## src/shared/ldm_pkg.sv

```systemverilog
// Constants, register layout and types of the LED driver mode and fault controller.
`default_nettype none
package ldm_pkg;

  localparam int NCH = 12;
  localparam int DW = 16;
  localparam int AW = 4;

  // Register indexes on the plain register port.
  localparam logic [AW-1:0] REG_CTRL = 4'h0;
  localparam logic [AW-1:0] REG_ENABLE = 4'h1;
  localparam logic [AW-1:0] REG_DIAG = 4'h2;
  localparam logic [AW-1:0] REG_STATUS = 4'h3;
  localparam logic [AW-1:0] REG_FLAGS = 4'h4;
  localparam logic [AW-1:0] REG_FAILED = 4'h5;
  localparam logic [AW-1:0] REG_PROG = 4'h6;

  // Control register fields.
  localparam int CTRL_POR_CLR_BIT = 0;
  localparam int CTRL_FORCE_FS_BIT = 1;
  localparam int CTRL_FS_EXIT_BIT = 2;
  localparam int CTRL_FORCE_ERR_BIT = 3;
  localparam int CTRL_LOCK_BIT = 4;
  localparam int CTRL_WDT_LSB = 8;

  // Status register fields.
  localparam int STAT_STATE_LSB = 0;
  localparam int STAT_PIN_BIT = 4;
  localparam int STAT_LOWQ_BIT = 5;
  localparam int STAT_BUS_BIT = 6;

  // Fault flag register fields.
  localparam int FLG_ERR = 0;
  localparam int FLG_NONCRIT = 1;
  localparam int FLG_CRIT = 2;
  localparam int FLG_WDT = 3;
  localparam int FLG_OT = 4;
  localparam int FLG_OUT = 5;
  localparam int NFLG = 6;

  // Reset values and the programming key.
  localparam logic [3:0] WDT_SEL_RST = 4'h3;
  localparam logic LOCK_RST = 1'b0;
  localparam logic [DW-1:0] PROG_KEY = 16'h5a3c;

  // Timing.
  localparam int CLK_NS = 20;
  localparam int MS_NS = 1000000;
  localparam int MS_CYCLES_DEF = MS_NS / CLK_NS;
  localparam int ERR_PULSE_NS = 50000;
  localparam int ERR_PULSE_CYCLES = (ERR_PULSE_NS + CLK_NS - 1) / CLK_NS;
  localparam int INIT_STEP_MS = 10;

  typedef enum logic [2:0] {
    ST_POR = 3'b000,
    ST_INIT = 3'b001,
    ST_NORMAL = 3'b010,
    ST_SAFE0 = 3'b011,
    ST_SAFE1 = 3'b100,
    ST_OUTPUT_FAILURE_STATE = 3'b101,
    ST_PROG = 3'b110
  } ldm_state_t;

  // Watchdog periods in milliseconds; codes above 11 use the longest period.
  function automatic logic [13:0] ldm_wdt_limit_ms(input logic [3:0] sel);
    logic [13:0] r;
    r = 14'd10000;
    case (sel)
      4'h0: r = 14'd1;
      4'h1: r = 14'd2;
      4'h2: r = 14'd5;
      4'h3: r = 14'd10;
      4'h4: r = 14'd20;
      4'h5: r = 14'd50;
      4'h6: r = 14'd100;
      4'h7: r = 14'd200;
      4'h8: r = 14'd500;
      4'h9: r = 14'd1000;
      4'ha: r = 14'd2000;
      4'hb: r = 14'd5000;
      default: r = 14'd10000;
    endcase
    return r;
  endfunction : ldm_wdt_limit_ms

endpackage : ldm_pkg
`default_nettype wire

```

## src/ldm_wdt.sv

```systemverilog
// Communication watchdog counting millisecond ticks between valid frames.
`timescale 1ns/1ps
`default_nettype none
module ldm_wdt (
  input wire logic mclk_i,
  input wire logic nrst_i,
  input wire logic run_i,
  input wire logic tick_i,
  input wire logic kick_i,
  input wire logic [3:0] sel_i,
  output logic overflow_o
);
  import ldm_pkg::*;

  logic [13:0] cnt_q;
  logic [13:0] cnt_d;
  logic [13:0] limit;
  logic ovf_q;
  logic ovf_d;

  assign limit = ldm_wdt_limit_ms(sel_i);
  assign overflow_o = ovf_q;

  always_comb begin
    cnt_d = cnt_q;
    ovf_d = 1'b0;
    if (!run_i || kick_i) begin
      cnt_d = 14'h0000;
    end else if (tick_i) begin
      if (cnt_q + 14'h0001 >= limit) begin
        ovf_d = 1'b1;
        cnt_d = 14'h0000;
      end else begin
        cnt_d = cnt_q + 14'h0001;
      end
    end
  end

  always_ff @(posedge mclk_i) begin
    if (!nrst_i) begin
      cnt_q <= 14'h0000;
      ovf_q <= 1'b0;
    end else begin
      cnt_q <= cnt_d;
      ovf_q <= ovf_d;
    end
  end

endmodule : ldm_wdt
`default_nettype wire

```

## src/ldm_err_pulse.sv

```systemverilog
// Timer that holds the error output low for one fixed pulse.
`timescale 1ns/1ps
`default_nettype none
module ldm_err_pulse (
  input wire logic mclk_i,
  input wire logic nrst_i,
  input wire logic start_i,
  output logic busy_o
);
  import ldm_pkg::*;

  localparam logic [11:0] LAST = 12'(ERR_PULSE_CYCLES - 1);

  logic [11:0] cnt_q;
  logic busy_q;

  assign busy_o = busy_q;

  always_ff @(posedge mclk_i) begin
    if (!nrst_i) begin
      cnt_q <= 12'h000;
      busy_q <= 1'b0;
    end else if (start_i && !busy_q) begin
      cnt_q <= 12'h000;
      busy_q <= 1'b1;
    end else if (busy_q) begin
      cnt_q <= cnt_q + 12'h001;
      busy_q <= (cnt_q != LAST);
    end
  end

endmodule : ldm_err_pulse
`default_nettype wire

```

## src/ldm_mode_ctrl.sv

```systemverilog
// Operating-mode state machine, fail-safe handling and error pin control of the LED driver.
//
// Chosen here: the register addresses and the address-and-strobe port.
`timescale 1ns/1ps
`default_nettype none
module ldm_mode_ctrl #(
  parameter int MS_CYCLES = ldm_pkg::MS_CYCLES_DEF
) (
  input wire logic mclk_i,
  input wire logic nrst_i,
  input wire logic supply_ok_i,
  input wire logic ldo_ok_i,
  input wire logic [ldm_pkg::AW-1:0] addr_i,
  input wire logic [ldm_pkg::DW-1:0] wdata_i,
  input wire logic wr_i,
  input wire logic rd_i,
  output logic [ldm_pkg::DW-1:0] rdata_o,
  input wire logic frame_crc_ok_i,
  input wire logic [3:0] nv_init_delay_sel_i,
  input wire logic [ldm_pkg::NCH-1:0] nv_safe0_channel_set_i,
  input wire logic [ldm_pkg::NCH-1:0] nv_safe1_channel_set_i,
  input wire logic [ldm_pkg::NCH-1:0] nv_channel_diag_enables_i,
  input wire logic nv_shared_shutdown_sel_i,
  input wire logic failsafe_select_pin_i,
  input wire logic ref_high_i,
  input wire logic noncrit_fault_i,
  input wire logic crit_fault_i,
  input wire logic overtemp_i,
  input wire logic [ldm_pkg::NCH-1:0] chan_fault_i,
  input wire logic err_i,
  output logic err_o,
  output logic err_oe_o,
  output logic [ldm_pkg::NCH-1:0] chan_on_o,
  output logic [ldm_pkg::NCH-1:0] diag_active_o,
  output logic serial_enable_o,
  output logic low_current_mode_o,
  output logic [2:0] state_o
);
  import ldm_pkg::*;

  ////////////////////////////////////////////////////////////////////////////
  // Declarations.

  ldm_state_t state_q;
  ldm_state_t state_d;
  logic [NCH-1:0] channel_enable_bits_q;
  logic [NCH-1:0] channel_diag_enable_bits_q;
  logic [3:0] watchdog_period_sel_q;
  logic config_lock_bit_q;
  logic [DW-1:0] prog_q;
  logic [NFLG-1:0] flags_q;
  logic [NFLG-1:0] flags_set;
  logic [NFLG-1:0] flags_clr;
  logic [NCH-1:0] failed_q;
  logic [NCH-1:0] new_fail;
  logic err_hold_q;
  logic [DW-1:0] rdata_q;
  logic [15:0] div_q;
  logic ms_tick;
  logic [7:0] init_cnt_q;
  logic [7:0] init_limit;
  logic init_done;
  logic bus_meta_q;
  logic bus_sync_q;
  logic rails_ok;
  logic in_safe;
  logic in_failsafe;
  logic in_normal;
  logic acc_ok;
  logic wr_ctrl;
  logic wr_enable;
  logic wr_diag;
  logic wr_flags;
  logic wr_prog;
  logic cfg_wr_ok;
  logic por_clr_wr;
  logic force_fs_wr;
  logic fs_exit_wr;
  logic force_err_wr;
  logic prog_req;
  logic wdt_ovf;
  logic pulse_busy;
  logic armed;
  logic nc_event;
  logic crit_event;
  logic pulse_start;
  logic enter_init;
  logic enter_safe;
  logic swap_safe;
  logic leave_safe;
  logic shared_fault;
  logic all_off;
  logic [NCH-1:0] safe_set;
  logic [DW-1:0] status_word;
  logic [DW-1:0] rd_mux;

  ////////////////////////////////////////////////////////////////////////////
  // State decoding and register port decode.

  assign rails_ok = supply_ok_i && ldo_ok_i;
  assign in_normal = (state_q == ST_NORMAL);
  assign in_safe = (state_q == ST_SAFE0) || (state_q == ST_SAFE1);
  assign in_failsafe = in_safe || (state_q == ST_OUTPUT_FAILURE_STATE);
  assign shared_fault = (state_q == ST_OUTPUT_FAILURE_STATE) && nv_shared_shutdown_sel_i;
  assign low_current_mode_o = shared_fault;
  assign serial_enable_o = (state_q != ST_POR) && !shared_fault;
  assign acc_ok = serial_enable_o;
  assign wr_ctrl = wr_i && acc_ok && (addr_i == REG_CTRL);
  assign wr_enable = wr_i && acc_ok && (addr_i == REG_ENABLE);
  assign wr_diag = wr_i && acc_ok && (addr_i == REG_DIAG);
  assign wr_flags = wr_i && acc_ok && (addr_i == REG_FLAGS);
  assign wr_prog = wr_i && acc_ok && (addr_i == REG_PROG);
  assign cfg_wr_ok = !config_lock_bit_q;
  assign por_clr_wr = wr_ctrl && wdata_i[CTRL_POR_CLR_BIT];
  assign force_fs_wr = wr_ctrl && wdata_i[CTRL_FORCE_FS_BIT];
  assign fs_exit_wr = wr_ctrl && wdata_i[CTRL_FS_EXIT_BIT] && !config_lock_bit_q;
  assign force_err_wr = wr_ctrl && wdata_i[CTRL_FORCE_ERR_BIT];
  assign prog_req = ref_high_i || (prog_q == PROG_KEY);
  assign safe_set = failsafe_select_pin_i ? nv_safe1_channel_set_i : nv_safe0_channel_set_i;

  ////////////////////////////////////////////////////////////////////////////
  // Millisecond enable and initialization delay.

  assign ms_tick = (div_q == 16'(MS_CYCLES - 1));
  assign init_limit = 8'(({4'h0, nv_init_delay_sel_i} + 8'h01) * 8'(INIT_STEP_MS));
  assign init_done = (init_cnt_q >= init_limit);

  always_ff @(posedge mclk_i) begin
    if (!nrst_i || ms_tick) begin
      div_q <= 16'h0000;
    end else begin
      div_q <= div_q + 16'h0001;
    end
  end

  always_ff @(posedge mclk_i) begin
    if (!nrst_i || state_q != ST_INIT) begin
      init_cnt_q <= 8'h00;
    end else if (ms_tick && !init_done) begin
      init_cnt_q <= init_cnt_q + 8'h01;
    end
  end

  ldm_wdt u_wdt (
    .mclk_i(mclk_i),
    .nrst_i(nrst_i),
    .run_i(in_normal),
    .tick_i(ms_tick),
    .kick_i(frame_crc_ok_i),
    .sel_i(watchdog_period_sel_q),
    .overflow_o(wdt_ovf)
  );

  ////////////////////////////////////////////////////////////////////////////
  // Mode state machine.

  always_comb begin
    state_d = state_q;
    unique case (state_q)
      ST_POR: begin
        if (rails_ok) begin
          state_d = ST_INIT;
        end
      end
      ST_INIT: begin
        if (prog_req) begin
          state_d = ST_PROG;
        end else if (por_clr_wr || init_done) begin
          state_d = ST_NORMAL;
        end
      end
      ST_NORMAL: begin
        if (prog_req) begin
          state_d = ST_PROG;
        end else if (wdt_ovf || force_fs_wr) begin
          state_d = failsafe_select_pin_i ? ST_SAFE1 : ST_SAFE0;
        end
      end
      ST_SAFE0, ST_SAFE1: begin
        if (fs_exit_wr) begin
          state_d = ST_NORMAL;
        end else if (new_fail != '0) begin
          state_d = ST_OUTPUT_FAILURE_STATE;
        end else begin
          state_d = failsafe_select_pin_i ? ST_SAFE1 : ST_SAFE0;
        end
      end
      ST_OUTPUT_FAILURE_STATE: begin
        if (fs_exit_wr) begin
          state_d = ST_NORMAL;
        end
      end
      ST_PROG: begin
        if (!prog_req) begin
          state_d = ST_NORMAL;
        end
      end
      default: begin
        state_d = ST_POR;
      end
    endcase
    if (!rails_ok) begin
      state_d = ST_POR;
    end
  end

  assign enter_init = (state_q == ST_POR) && (state_d == ST_INIT);
  assign enter_safe = in_normal && ((state_d == ST_SAFE0) || (state_d == ST_SAFE1));
  assign swap_safe = in_safe && ((state_d == ST_SAFE0) || (state_d == ST_SAFE1))
    && (state_d != state_q);
  assign leave_safe = in_failsafe && (state_d == ST_NORMAL);
  assign state_o = state_q;

  always_ff @(posedge mclk_i) begin
    if (!nrst_i) begin
      state_q <= ST_POR;
    end else begin
      state_q <= state_d;
    end
  end

  ////////////////////////////////////////////////////////////////////////////
  // Configuration registers.

  always_ff @(posedge mclk_i) begin
    if (!nrst_i || state_q == ST_POR) begin
      channel_enable_bits_q <= '0;
      channel_diag_enable_bits_q <= '0;
      watchdog_period_sel_q <= WDT_SEL_RST;
      config_lock_bit_q <= LOCK_RST;
      prog_q <= '0;
    end else if (enter_init) begin
      channel_enable_bits_q <= '0;
      channel_diag_enable_bits_q <= nv_channel_diag_enables_i;
      watchdog_period_sel_q <= WDT_SEL_RST;
      config_lock_bit_q <= LOCK_RST;
    end else if (enter_safe) begin
      channel_enable_bits_q <= safe_set;
      channel_diag_enable_bits_q <= nv_channel_diag_enables_i;
      watchdog_period_sel_q <= WDT_SEL_RST;
      config_lock_bit_q <= 1'b1;
      prog_q <= '0;
    end else if (swap_safe) begin
      channel_enable_bits_q <= safe_set;
    end else begin
      if (wr_ctrl) begin
        config_lock_bit_q <= wdata_i[CTRL_LOCK_BIT];
        if (cfg_wr_ok) begin
          watchdog_period_sel_q <= wdata_i[CTRL_WDT_LSB +: 4];
        end
      end
      if (wr_enable && cfg_wr_ok && state_q != ST_INIT) begin
        channel_enable_bits_q <= wdata_i[NCH-1:0];
      end
      if (wr_diag && cfg_wr_ok) begin
        channel_diag_enable_bits_q <= wdata_i[NCH-1:0];
      end
      if (wr_prog) begin
        prog_q <= wdata_i;
      end
    end
  end

  ////////////////////////////////////////////////////////////////////////////
  // Fault flags and error indication in normal operation.

  assign armed = (flags_q == '0);
  assign nc_event = in_normal && (noncrit_fault_i || force_err_wr);
  assign crit_event = in_normal && crit_fault_i;
  assign pulse_start = nc_event && armed && !crit_event;

  always_comb begin
    flags_set = '0;
    flags_set[FLG_ERR] = nc_event || crit_event || (new_fail != '0);
    flags_set[FLG_NONCRIT] = nc_event;
    flags_set[FLG_CRIT] = crit_event;
    flags_set[FLG_WDT] = in_normal && wdt_ovf;
    flags_set[FLG_OT] = overtemp_i && (state_q != ST_POR);
    flags_set[FLG_OUT] = (new_fail != '0);
    flags_clr = '0;
    if (wr_flags) begin
      flags_clr = wdata_i[NFLG-1:0];
    end
    if (leave_safe) begin
      flags_clr = '1;
    end
  end

  always_ff @(posedge mclk_i) begin
    if (!nrst_i || state_q == ST_POR) begin
      flags_q <= '0;
    end else begin
      flags_q <= (flags_q & ~flags_clr) | flags_set;
    end
  end

  always_ff @(posedge mclk_i) begin
    if (!nrst_i || !in_normal || armed) begin
      err_hold_q <= 1'b0;
    end
    if (nrst_i && crit_event && armed) begin
      err_hold_q <= 1'b1;
    end
  end

  ldm_err_pulse u_err_pulse (
    .mclk_i(mclk_i),
    .nrst_i(nrst_i),
    .start_i(pulse_start),
    .busy_o(pulse_busy)
  );

  ////////////////////////////////////////////////////////////////////////////
  // Fail-safe output failures and the shared error bus.

  always_ff @(posedge mclk_i) begin
    if (!nrst_i) begin
      bus_meta_q <= 1'b1;
      bus_sync_q <= 1'b1;
    end else begin
      bus_meta_q <= err_i;
      bus_sync_q <= bus_meta_q;
    end
  end

  assign all_off = shared_fault && !bus_sync_q;
  assign new_fail = in_failsafe && !all_off
    ? (chan_fault_i & channel_enable_bits_q & channel_diag_enable_bits_q & ~failed_q)
    : '0;

  always_ff @(posedge mclk_i) begin
    if (!nrst_i || !in_failsafe || leave_safe) begin
      failed_q <= '0;
    end else begin
      failed_q <= failed_q | new_fail;
    end
  end

  assign chan_on_o = (overtemp_i || all_off || state_q == ST_POR) ? '0
    : (channel_enable_bits_q & ~failed_q);
  assign diag_active_o = (!(in_normal || in_failsafe) || all_off) ? '0
    : (channel_enable_bits_q & channel_diag_enable_bits_q & ~failed_q);

  assign err_o = 1'b0;
  assign err_oe_o = (state_q == ST_POR)
    || (in_normal && (pulse_busy || err_hold_q))
    || (in_failsafe && (failed_q != '0));

  ////////////////////////////////////////////////////////////////////////////
  // Register read port.

  always_comb begin
    status_word = '0;
    status_word[STAT_STATE_LSB +: 3] = state_q;
    status_word[STAT_PIN_BIT] = failsafe_select_pin_i;
    status_word[STAT_LOWQ_BIT] = shared_fault;
    status_word[STAT_BUS_BIT] = bus_sync_q;
  end

  always_comb begin
    rd_mux = '0;
    unique case (addr_i)
      REG_CTRL: begin
        rd_mux[CTRL_LOCK_BIT] = config_lock_bit_q;
        rd_mux[CTRL_WDT_LSB +: 4] = watchdog_period_sel_q;
      end
      REG_ENABLE: rd_mux[NCH-1:0] = channel_enable_bits_q;
      REG_DIAG: rd_mux[NCH-1:0] = channel_diag_enable_bits_q;
      REG_STATUS: rd_mux = status_word;
      REG_FLAGS: rd_mux[NFLG-1:0] = flags_q;
      REG_FAILED: rd_mux[NCH-1:0] = failed_q;
      REG_PROG: rd_mux = prog_q;
      default: rd_mux = '0;
    endcase
  end

  always_ff @(posedge mclk_i) begin
    if (!nrst_i) begin
      rdata_q <= '0;
    end else if (rd_i && acc_ok) begin
      rdata_q <= rd_mux;
    end else begin
      rdata_q <= '0;
    end
  end

  assign rdata_o = rdata_q;

endmodule : ldm_mode_ctrl
`default_nettype wire

```

## config.mk

```make
export PLATFORM = sky130hd
export DESIGN_NAME = ldm_mode_ctrl
export DESIGN_NICKNAME = d
export VERILOG_FILES = /design/src/shared/ldm_pkg.sv /design/src/ldm_wdt.sv /design/src/ldm_err_pulse.sv /design/src/ldm_mode_ctrl.sv
export SDC_FILE = /design/constraint.sdc
export NUM_CORES = 1
export LEC_CHECK = 0
export CAP_MARGIN = 0
export CORE_UTILIZATION = 35
export DETAILED_ROUTE_END_ITERATION = 16
export DONT_BUFFER_PORTS = 1
export RECOVER_POWER = 25
export SETUP_SLACK_MARGIN = 0.02
export SLEW_MARGIN = 20
export SYNTH_ARGS = -nofsm -noshare
export SYNTH_HDL_FRONTEND = slang
export SYNTH_SLANG_ARGS = --single-unit
```

## constraint.sdc

```tcl
create_clock -name mclk_i -period 5.2 [get_ports mclk_i]
set_input_delay 0 -clock mclk_i [delete_from_list [all_inputs] [get_ports mclk_i]]
set_output_delay 0 -clock mclk_i [all_outputs]
set_load 0.03 [all_outputs]
```

Yosys cells after proc, flatten, opt, wreduce, memory -nomap -nowiden
Memory sizes are Yosys's and may differ from the RTL's. A register that Yosys moved wholly into a read port is not among the register bits.
Cells that the tools add are included.

storage, ports and cells
  bits in registers = 137
  ROM bits = 208
  input bits = 86
  word-level logic and storage cells = 202
  memories kept = 1

cells by class
  add/sub/neg operators = 5
  multipliers = 1
  magnitude comparators = 2
  eq/ne operators = 23
  multiplexer cells = 41
  bitwise logic cells = 16
  reductions and logical operators = 94

memory list
  memory            depth  width  read ports  clocked after memory_dff  write ports  RTL line       text
  (name not given)  16     13     1           1                         0            ldm_pkg.sv:68  case (sel)

operators with widths
  cell                   number
  $mux 12                11
  $and 12x12->12         6
  $mux 16                3
  $logic_and 1x1->1      37
  $mux 3                 10
  $logic_or 1x1->1       24
  $pmux 4 s6             1
  $reduce_bool 12->1     2
  $pmux 4 s5             1
  $pmux 3 s6             1
  $add 16x1->16 const B  1
  $eq 16x15->1 const B   1
  $eq 16x16->1 const B   1
  $add 14x1->14 const B  1
  $ge 14x14->1           1
  $mux 14                1
  $add 12x1->12 const B  1
  $eq 3x2->1 const B     4
  $eq 3x3->1 const B     4
  $eq 4x3->1 const B     3
  $mux 6                 2
  $ne 12x12->1 const B   1
  $not 12->12            1
  $or 12x12->12          1
  30 further kinds       63

Longest topological paths before layout
  depth after elaboration = 20
  depth in mapped cells = 23
  depth with buffers taken out = 21

Cells and area by module
From an unflattened synthesis, not the netlist that was laid out.

second synthesis, totals
  cells, all modules = 880
  area total of the unflattened synthesis = 7848.8 µm²

modules (own cells, without submodules)
  module         times used  cells an instance  area each (µm²)  seq. area each (µm²)
  ldm_mode_ctrl  1           641                5845.6           2182.1
  ldm_wdt        1           173                1396.3           300.3
  ldm_err_pulse  1           66                 606.8            260.2

Least setup slack after synthesis
Ideal clock, no wire load.

  kind = in2reg
  start = input nv_init_delay_sel_i[0]
  end = register u_wdt.limit[1] (netlist name)
  setup time = 0.124 ns
  data arrival time = 4.369 ns
  slack = 0.708 ns
  stages = 23
  path through = ha_1 -> and3_1 -> ha_1 -> ha_1 -> a21o_1 -> a21oi_1 -> xor2_1 -> ha_1 -> a21o_1 -> nor4_1 -> a211o_1 -> nand3_2 -> or3_1 -> a221oi_2 -> or3_1 -> buf_6 -> mux2i_1 -> and2_4 -> buf_6 -> inv_2 -> ha_1 -> o31ai_1 -> a21oi_1

on the way
  cells in the longest elaborated chain, start to end = 16

ends and longest elaborated chain
  what                                             RTL line                                    text
  from (decl)                                      ldm_mode_ctrl.sv:19                         input wire logic [3:0] nv_init_delay_sel_i,
  $add 4x1->5 *                                    ldm_mode_ctrl.sv:125                        assign init_limit = 8'(({4'h0, nv_init_delay_sel_i} + 8'h01) * 8'(INIT_STEP_MS));
  $mul 5x3->7 *                                    ldm_mode_ctrl.sv:125
  $ge 8x8->1 *                                     ldm_mode_ctrl.sv:126                        assign init_done = (init_cnt_q >= init_limit);
  $logic_or 1x1->1 *                               ldm_mode_ctrl.sv:168                        end else if (por_clr_wr || init_done) begin
  $mux 3 *                                         ldm_mode_ctrl.sv:168
  $mux 3 *                                         ldm_mode_ctrl.sv:166                        if (prog_req) begin
  $pmux 3 s6 *                                     ldm_mode_ctrl.sv:159                        unique case (state_q)
  $mux 3 *                                         ldm_mode_ctrl.sv:202                        if (!rails_ok) begin
  $eq 3x2->1 / $eq 3x3->1 (equally long branches)  ldm_mode_ctrl.sv:208, ldm_mode_ctrl.sv:209
  $logic_or 1x1->1                                 ldm_mode_ctrl.sv:208, ldm_mode_ctrl.sv:209
  $logic_and 1x1->1                                ldm_mode_ctrl.sv:209                        assign swap_safe = in_safe && ((state_d == ST_SAFE0) || (state_d == ST_SAFE1))
  $logic_and 1x1->1                                ldm_mode_ctrl.sv:210                        && (state_d != state_q);
  $not 1->1 (no line)                              --
  $reduce_and 3->1 (no line)                       --
  $mux 4 (no line)                                 --
  $mux 4 (no line) *                               --

Mark *: on every way between the ends. The rest lies on a longest branch, timed or not.
A chain may end at the register's enable or synchronous reset.

Final worst setup path
  start = register state_q[0], in the netlist state_o[0]
  end = register u_wdt.limit[5] (netlist name)

on the way
  cells in the longest elaborated chain, start to end = 20

ends and longest elaborated chain
  what                                                              RTL line              text
  from (decl)                                                       ldm_mode_ctrl.sv:44   ldm_state_t state_q;
  from (signal assigned)                                            ldm_mode_ctrl.sv:218  state_q <= state_d;
  parallel branches: the longest is 19 deep, another holds $mux 12  --
  $mux 4 (no line) *                                                --

Every way passes the cells marked *.

==> out/summary.txt <==
=================================================================================
Status                                                               complete, no violations
Pin count of the biggest net entering global routing                           49
Count of hold-fix buffers inserted at cts                                      82
Hold Slack                                                              0.0284 ns
Peak supply drop                                                           208 uV
Number of enable-type register cells in the synthesized netlist                 0
Chip Width                                                                 154 um
Share of power burned in the clock network                                  0.484
Max Fclk                                                                0.216 GHz
Number of register bits inferred by synthesis                                 150
Post-route DRC                                                                  0
Filler Cell Count                                                            2222
Non-filler cells in the finished layout                                      1326
Area added between synthesis and finish                                     22.4%
Final Setup Violations                                                          0
Count of antenna-violating nets left after detailed routing                     0
Area of the mapped netlist                                               8130 um2
Die Y-Extent                                                               154 um
Syn_nets                                                                     1058
Sequential Power Share                                                      0.449
Arrival time at the worst endpoint                                        4.95 ns
Final Net Count                                                              1146
Number of placed cells counting well taps                                    1208
Crit. End Element                                                        register
Router iterations before antenna repair                                         6
Latest clock arrival within the worst-skew pair                           0.43 ns
Overall fraction of global-route tracks in use                              0.216
Post-Route WL                                                             25.4 mm
Cell Pwr Density                                                       259 nW/um2
CTS sink count                                                                150
Synthesized netlist cell count                                                936
Die outline area                                                        23800 um2
Initial DRC Count                                                             629
Relative slew slack                                                         0.206
Placeable Area                                                          22700 um2
Bufs on Longest Clock Path                                                      2
FFs w/ async S/R, synth                                                         0
Class of the tightest hold or removal check                                in2reg
Port buffer count                                                               0
Std cell rows                                                                  55
Wire length of the first global-routing pass                              40.1 mm
Max Slew Vio Count                                                              0
Leakage power                                                          0.00367 uW
Combinational cell fraction of total power                                  0.067
Sequential share of the synthesized area                                    0.370
Critical path type                                                        reg2reg
Vias in the first global route                                               7065
Number of H-tree branching levels                                               4
Library cell occupying the most area in the post-synthesis netlist   sky130_fd_sc_hd__dfxtp_1
Count of unique library cells instantiated by Yosys                            78
Number of warnings issued by yosys                                              0
Total Neg Setup Slack                                                        0 ns
Number of top-level design ports                                              133
Initial antenna violation count                                                 2
Cell internal power dissipation                                           1880 uW
Vias per Instance                                                            5.68
Worst slew pin tran                                                       1.19 ns
Switching portion of total power                                            0.270
RePlAce Congestion                                                          0.924
Required time of the critical path                                        5.53 ns
Switching power total                                                      697 uW
Worst Setup Start Kind                                                   register
Inserted Clock Buffers                                                         17
Reg clk slew, reported paths                                              0.08 ns
Fraction of final layout cells sized beyond drive strength 1               0.0955
Final period demand of the worst path                                     4.62 ns
Max capacitance violation total                                                 0
Vias                                                                         7535
Highest net fanout along the worst path                                        13
Initial standard-cell utilization of the core                               0.358
Area share of the largest cell type after synthesis                         0.370
Ys flop type                                                         sky130_fd_sc_hd__dfxtp_1
Root Buffer                                                          sky130_fd_sc_hd__clkbuf_16
Biggest area contributors in the synthesized netlist                 sky130_fd_sc_hd__dfxtp_1 (37%), sky130_fd_sc_hd__ha_1 (5.4%), sky130_fd_sc_hd__nor2_1 (4.8%), sky130_fd_sc_hd__mux2i_1 (3.9%), sky130_fd_sc_hd__nand2_1 (3.9%)
CTS tree                                                                      yes
DR WL/cell                                                                19.2 um
Post-CTS setup-driven buffer insertion count                                    0
Quantity of gates resized following cts                                         0
Half-perimeter wire length after placement                                17.8 mm
GR Overflow Total                                                               0
Mean cell area of the mapped netlist                                     8.68 um2
Setup repair after global routing missed its margin                         false
Worst Clk Skew                                                          0.0170 ns
Share of the clock period used by the worst path                            0.889
Final hold vios                                                                 0
=================================================================================
-- state kept, by name, summed over array words and instances, names as in the netlist, 13 cells and up --
name         flops
u_wdt.cnt_q     14
u_wdt.limit     13
prog_q          16
rdata_o         16
div_q           16
-- placed cells by master (no fill, tap or decap), types with 7 or more instances in the layout --
cell and count:
sky130_fd_sc_hd__inv_1 31, sky130_fd_sc_hd__a21o_1 7, sky130_fd_sc_hd__nand3_1 55, sky130_fd_sc_hd__o21ai_0 16, sky130_fd_sc_hd__nor4bb_1 14, sky130_fd_sc_hd__buf_4 24, sky130_fd_sc_hd__and3_1 19, sky130_fd_sc_hd__nor4_1 7
sky130_fd_sc_hd__nor3_1 13, sky130_fd_sc_hd__nand2b_1 24, sky130_fd_sc_hd__nor3b_1 16, sky130_fd_sc_hd__ha_1 35, sky130_fd_sc_hd__xor2_1 30, sky130_fd_sc_hd__nand4b_1 13, sky130_fd_sc_hd__dlygate4sd3_1 82, sky130_fd_sc_hd__nor2_1 105
sky130_fd_sc_hd__clkbuf_16 17, sky130_fd_sc_hd__a211oi_1 26, sky130_fd_sc_hd__a21oi_1 34, sky130_fd_sc_hd__a22oi_1 21, sky130_fd_sc_hd__mux2i_1 32, sky130_fd_sc_hd__dfxtp_1 150, sky130_fd_sc_hd__xnor2_1 18, sky130_fd_sc_hd__nand2_1 85
sky130_fd_sc_hd__a41oi_1 13, sky130_fd_sc_hd__nand4_1 12, sky130_fd_sc_hd__mux2_2 12, sky130_fd_sc_hd__a31oi_1 14
-- worst max-delay path, cell delays in order, from the launching register on --
cell and delay [ns]:
sky130_fd_sc_hd__dfxtp_1 0.61, sky130_fd_sc_hd__clkbuf_1 0.57, sky130_fd_sc_hd__nand3_1 0.18, sky130_fd_sc_hd__nor2b_1 0.28
sky130_fd_sc_hd__nand3_2 0.19, sky130_fd_sc_hd__o41a_1 0.27, sky130_fd_sc_hd__nand3_2 0.13, sky130_fd_sc_hd__or3_1 0.41
sky130_fd_sc_hd__a221oi_2 0.37, sky130_fd_sc_hd__or3_1 0.38, sky130_fd_sc_hd__mux2i_1 0.35, sky130_fd_sc_hd__nand2_1 0.18
sky130_fd_sc_hd__ha_1 0.30, sky130_fd_sc_hd__o32ai_1 0.30
-- area by class of cell --
cell class / count / area [um2] / share of cell area
clock inverter: 15 / 180 / 0.0181
tap: 285 / 357 / 0.0358
sequential: 150 / 3000 / 0.302
multi-input combinational: 709 / 4820 / 0.484
clock buffer: 17 / 425 / 0.0428
inverter: 35 / 131 / 0.0132
timing repair buffer: 111 / 1020 / 0.103
antenna: 4 / 10.0 / 0.00101
-- routing by layer --
layer	track usage	vias to the layer above	share of wire
met3	0.0580	68	0.077
met4	0.102	0	0.039
met5	0	-	0
met2	0.334	321	0.45
met1	0.279	3544	0.44
li1	-	3602	-
-- synth_stat cells (all sizes together) (5+ instances only) --
| cell | count |
|---|---|
| o31ai | 5 |
| nor4 | 11 |
| nand2b | 25 |
| xnor2 | 18 |
| dfxtp | 150 |
| nand2 | 86 |
| inv | 35 |
| nor4bb | 15 |
| ha | 35 |
| o21ai | 18 |
| nor3 | 13 |
| a21oi | 35 |
| and4 | 6 |
| nor3b | 17 |
| nand4b | 13 |
| nor2 | 105 |
| a211oi | 27 |
| nand3 | 57 |
| buf | 10 |
| or3 | 6 |
| xor2 | 30 |
| a21o | 8 |
| nand4 | 12 |
| clkbuf | 32 |
| a22oi | 21 |
| mux2i | 32 |
| a41oi | 14 |
| a31oi | 14 |
| mux2 | 13 |
| and3 | 19 |
-- per-stage QoR --
step / area [um2] / total power (uW) / utilization / worst slack (ns)
floorplan: 8130 / 1270 / - / 0.708
global placement: 8520 / 1290 / 0.375 / 0.431
detailed placement: 8530 / 1290 / 0.376 / 0.236
CTS: 9960 / 2600 / 0.438 / 0.683
global route: 9950 / 2670 / 0.438 / 0.305
finish: 9950 / 2580 / 0.438 / 0.576
-- worst paths after layout --
check | from | endpoint | slack, ns | depth (start not counted)
min | wdata_i[3] | channel_enable_bits_q[3]$_SDFFE_PP0P_ | 0.03 | 4
max reg2reg | state_o[0]$_SDFF_PN0_ | u_wdt.limit[5]$_DFF_P_ | 0.58 | 13
max | state_o[0]$_SDFF_PN0_ | u_wdt.limit[5]$_DFF_P_ | 0.58 | 13
min reg2reg | bus_meta_q$_SDFF_PN1_ | bus_sync_q$_SDFF_PN1_ | 0.43 | 1
-- logic make-up after synthesis --
kind of cell	Yosys count	share of synthesized area
flip-flops	150	0.370
multiplexers	45	0.0579
other	1	0.000461
buffers and inverters	77	0.0391
AO/OA/AOI/OAI	178	0.160
adder cells (fa/ha/maj)	36	0.0564
XOR/XNOR	48	0.0517
AND/OR/NAND/NOR	401	0.265
-- power by group through the flow --
stage                     sequential (uW)  combinational, uW  clock, uW
after floorplan                      1180               84.1          0
after CTS                            1160                172       1270
after global routing                 1160                189       1330
after global placement               1180                103          0
after detailed placement             1180                105          0
final                                1160                174       1250
Power figures use the tool's default switching activity.
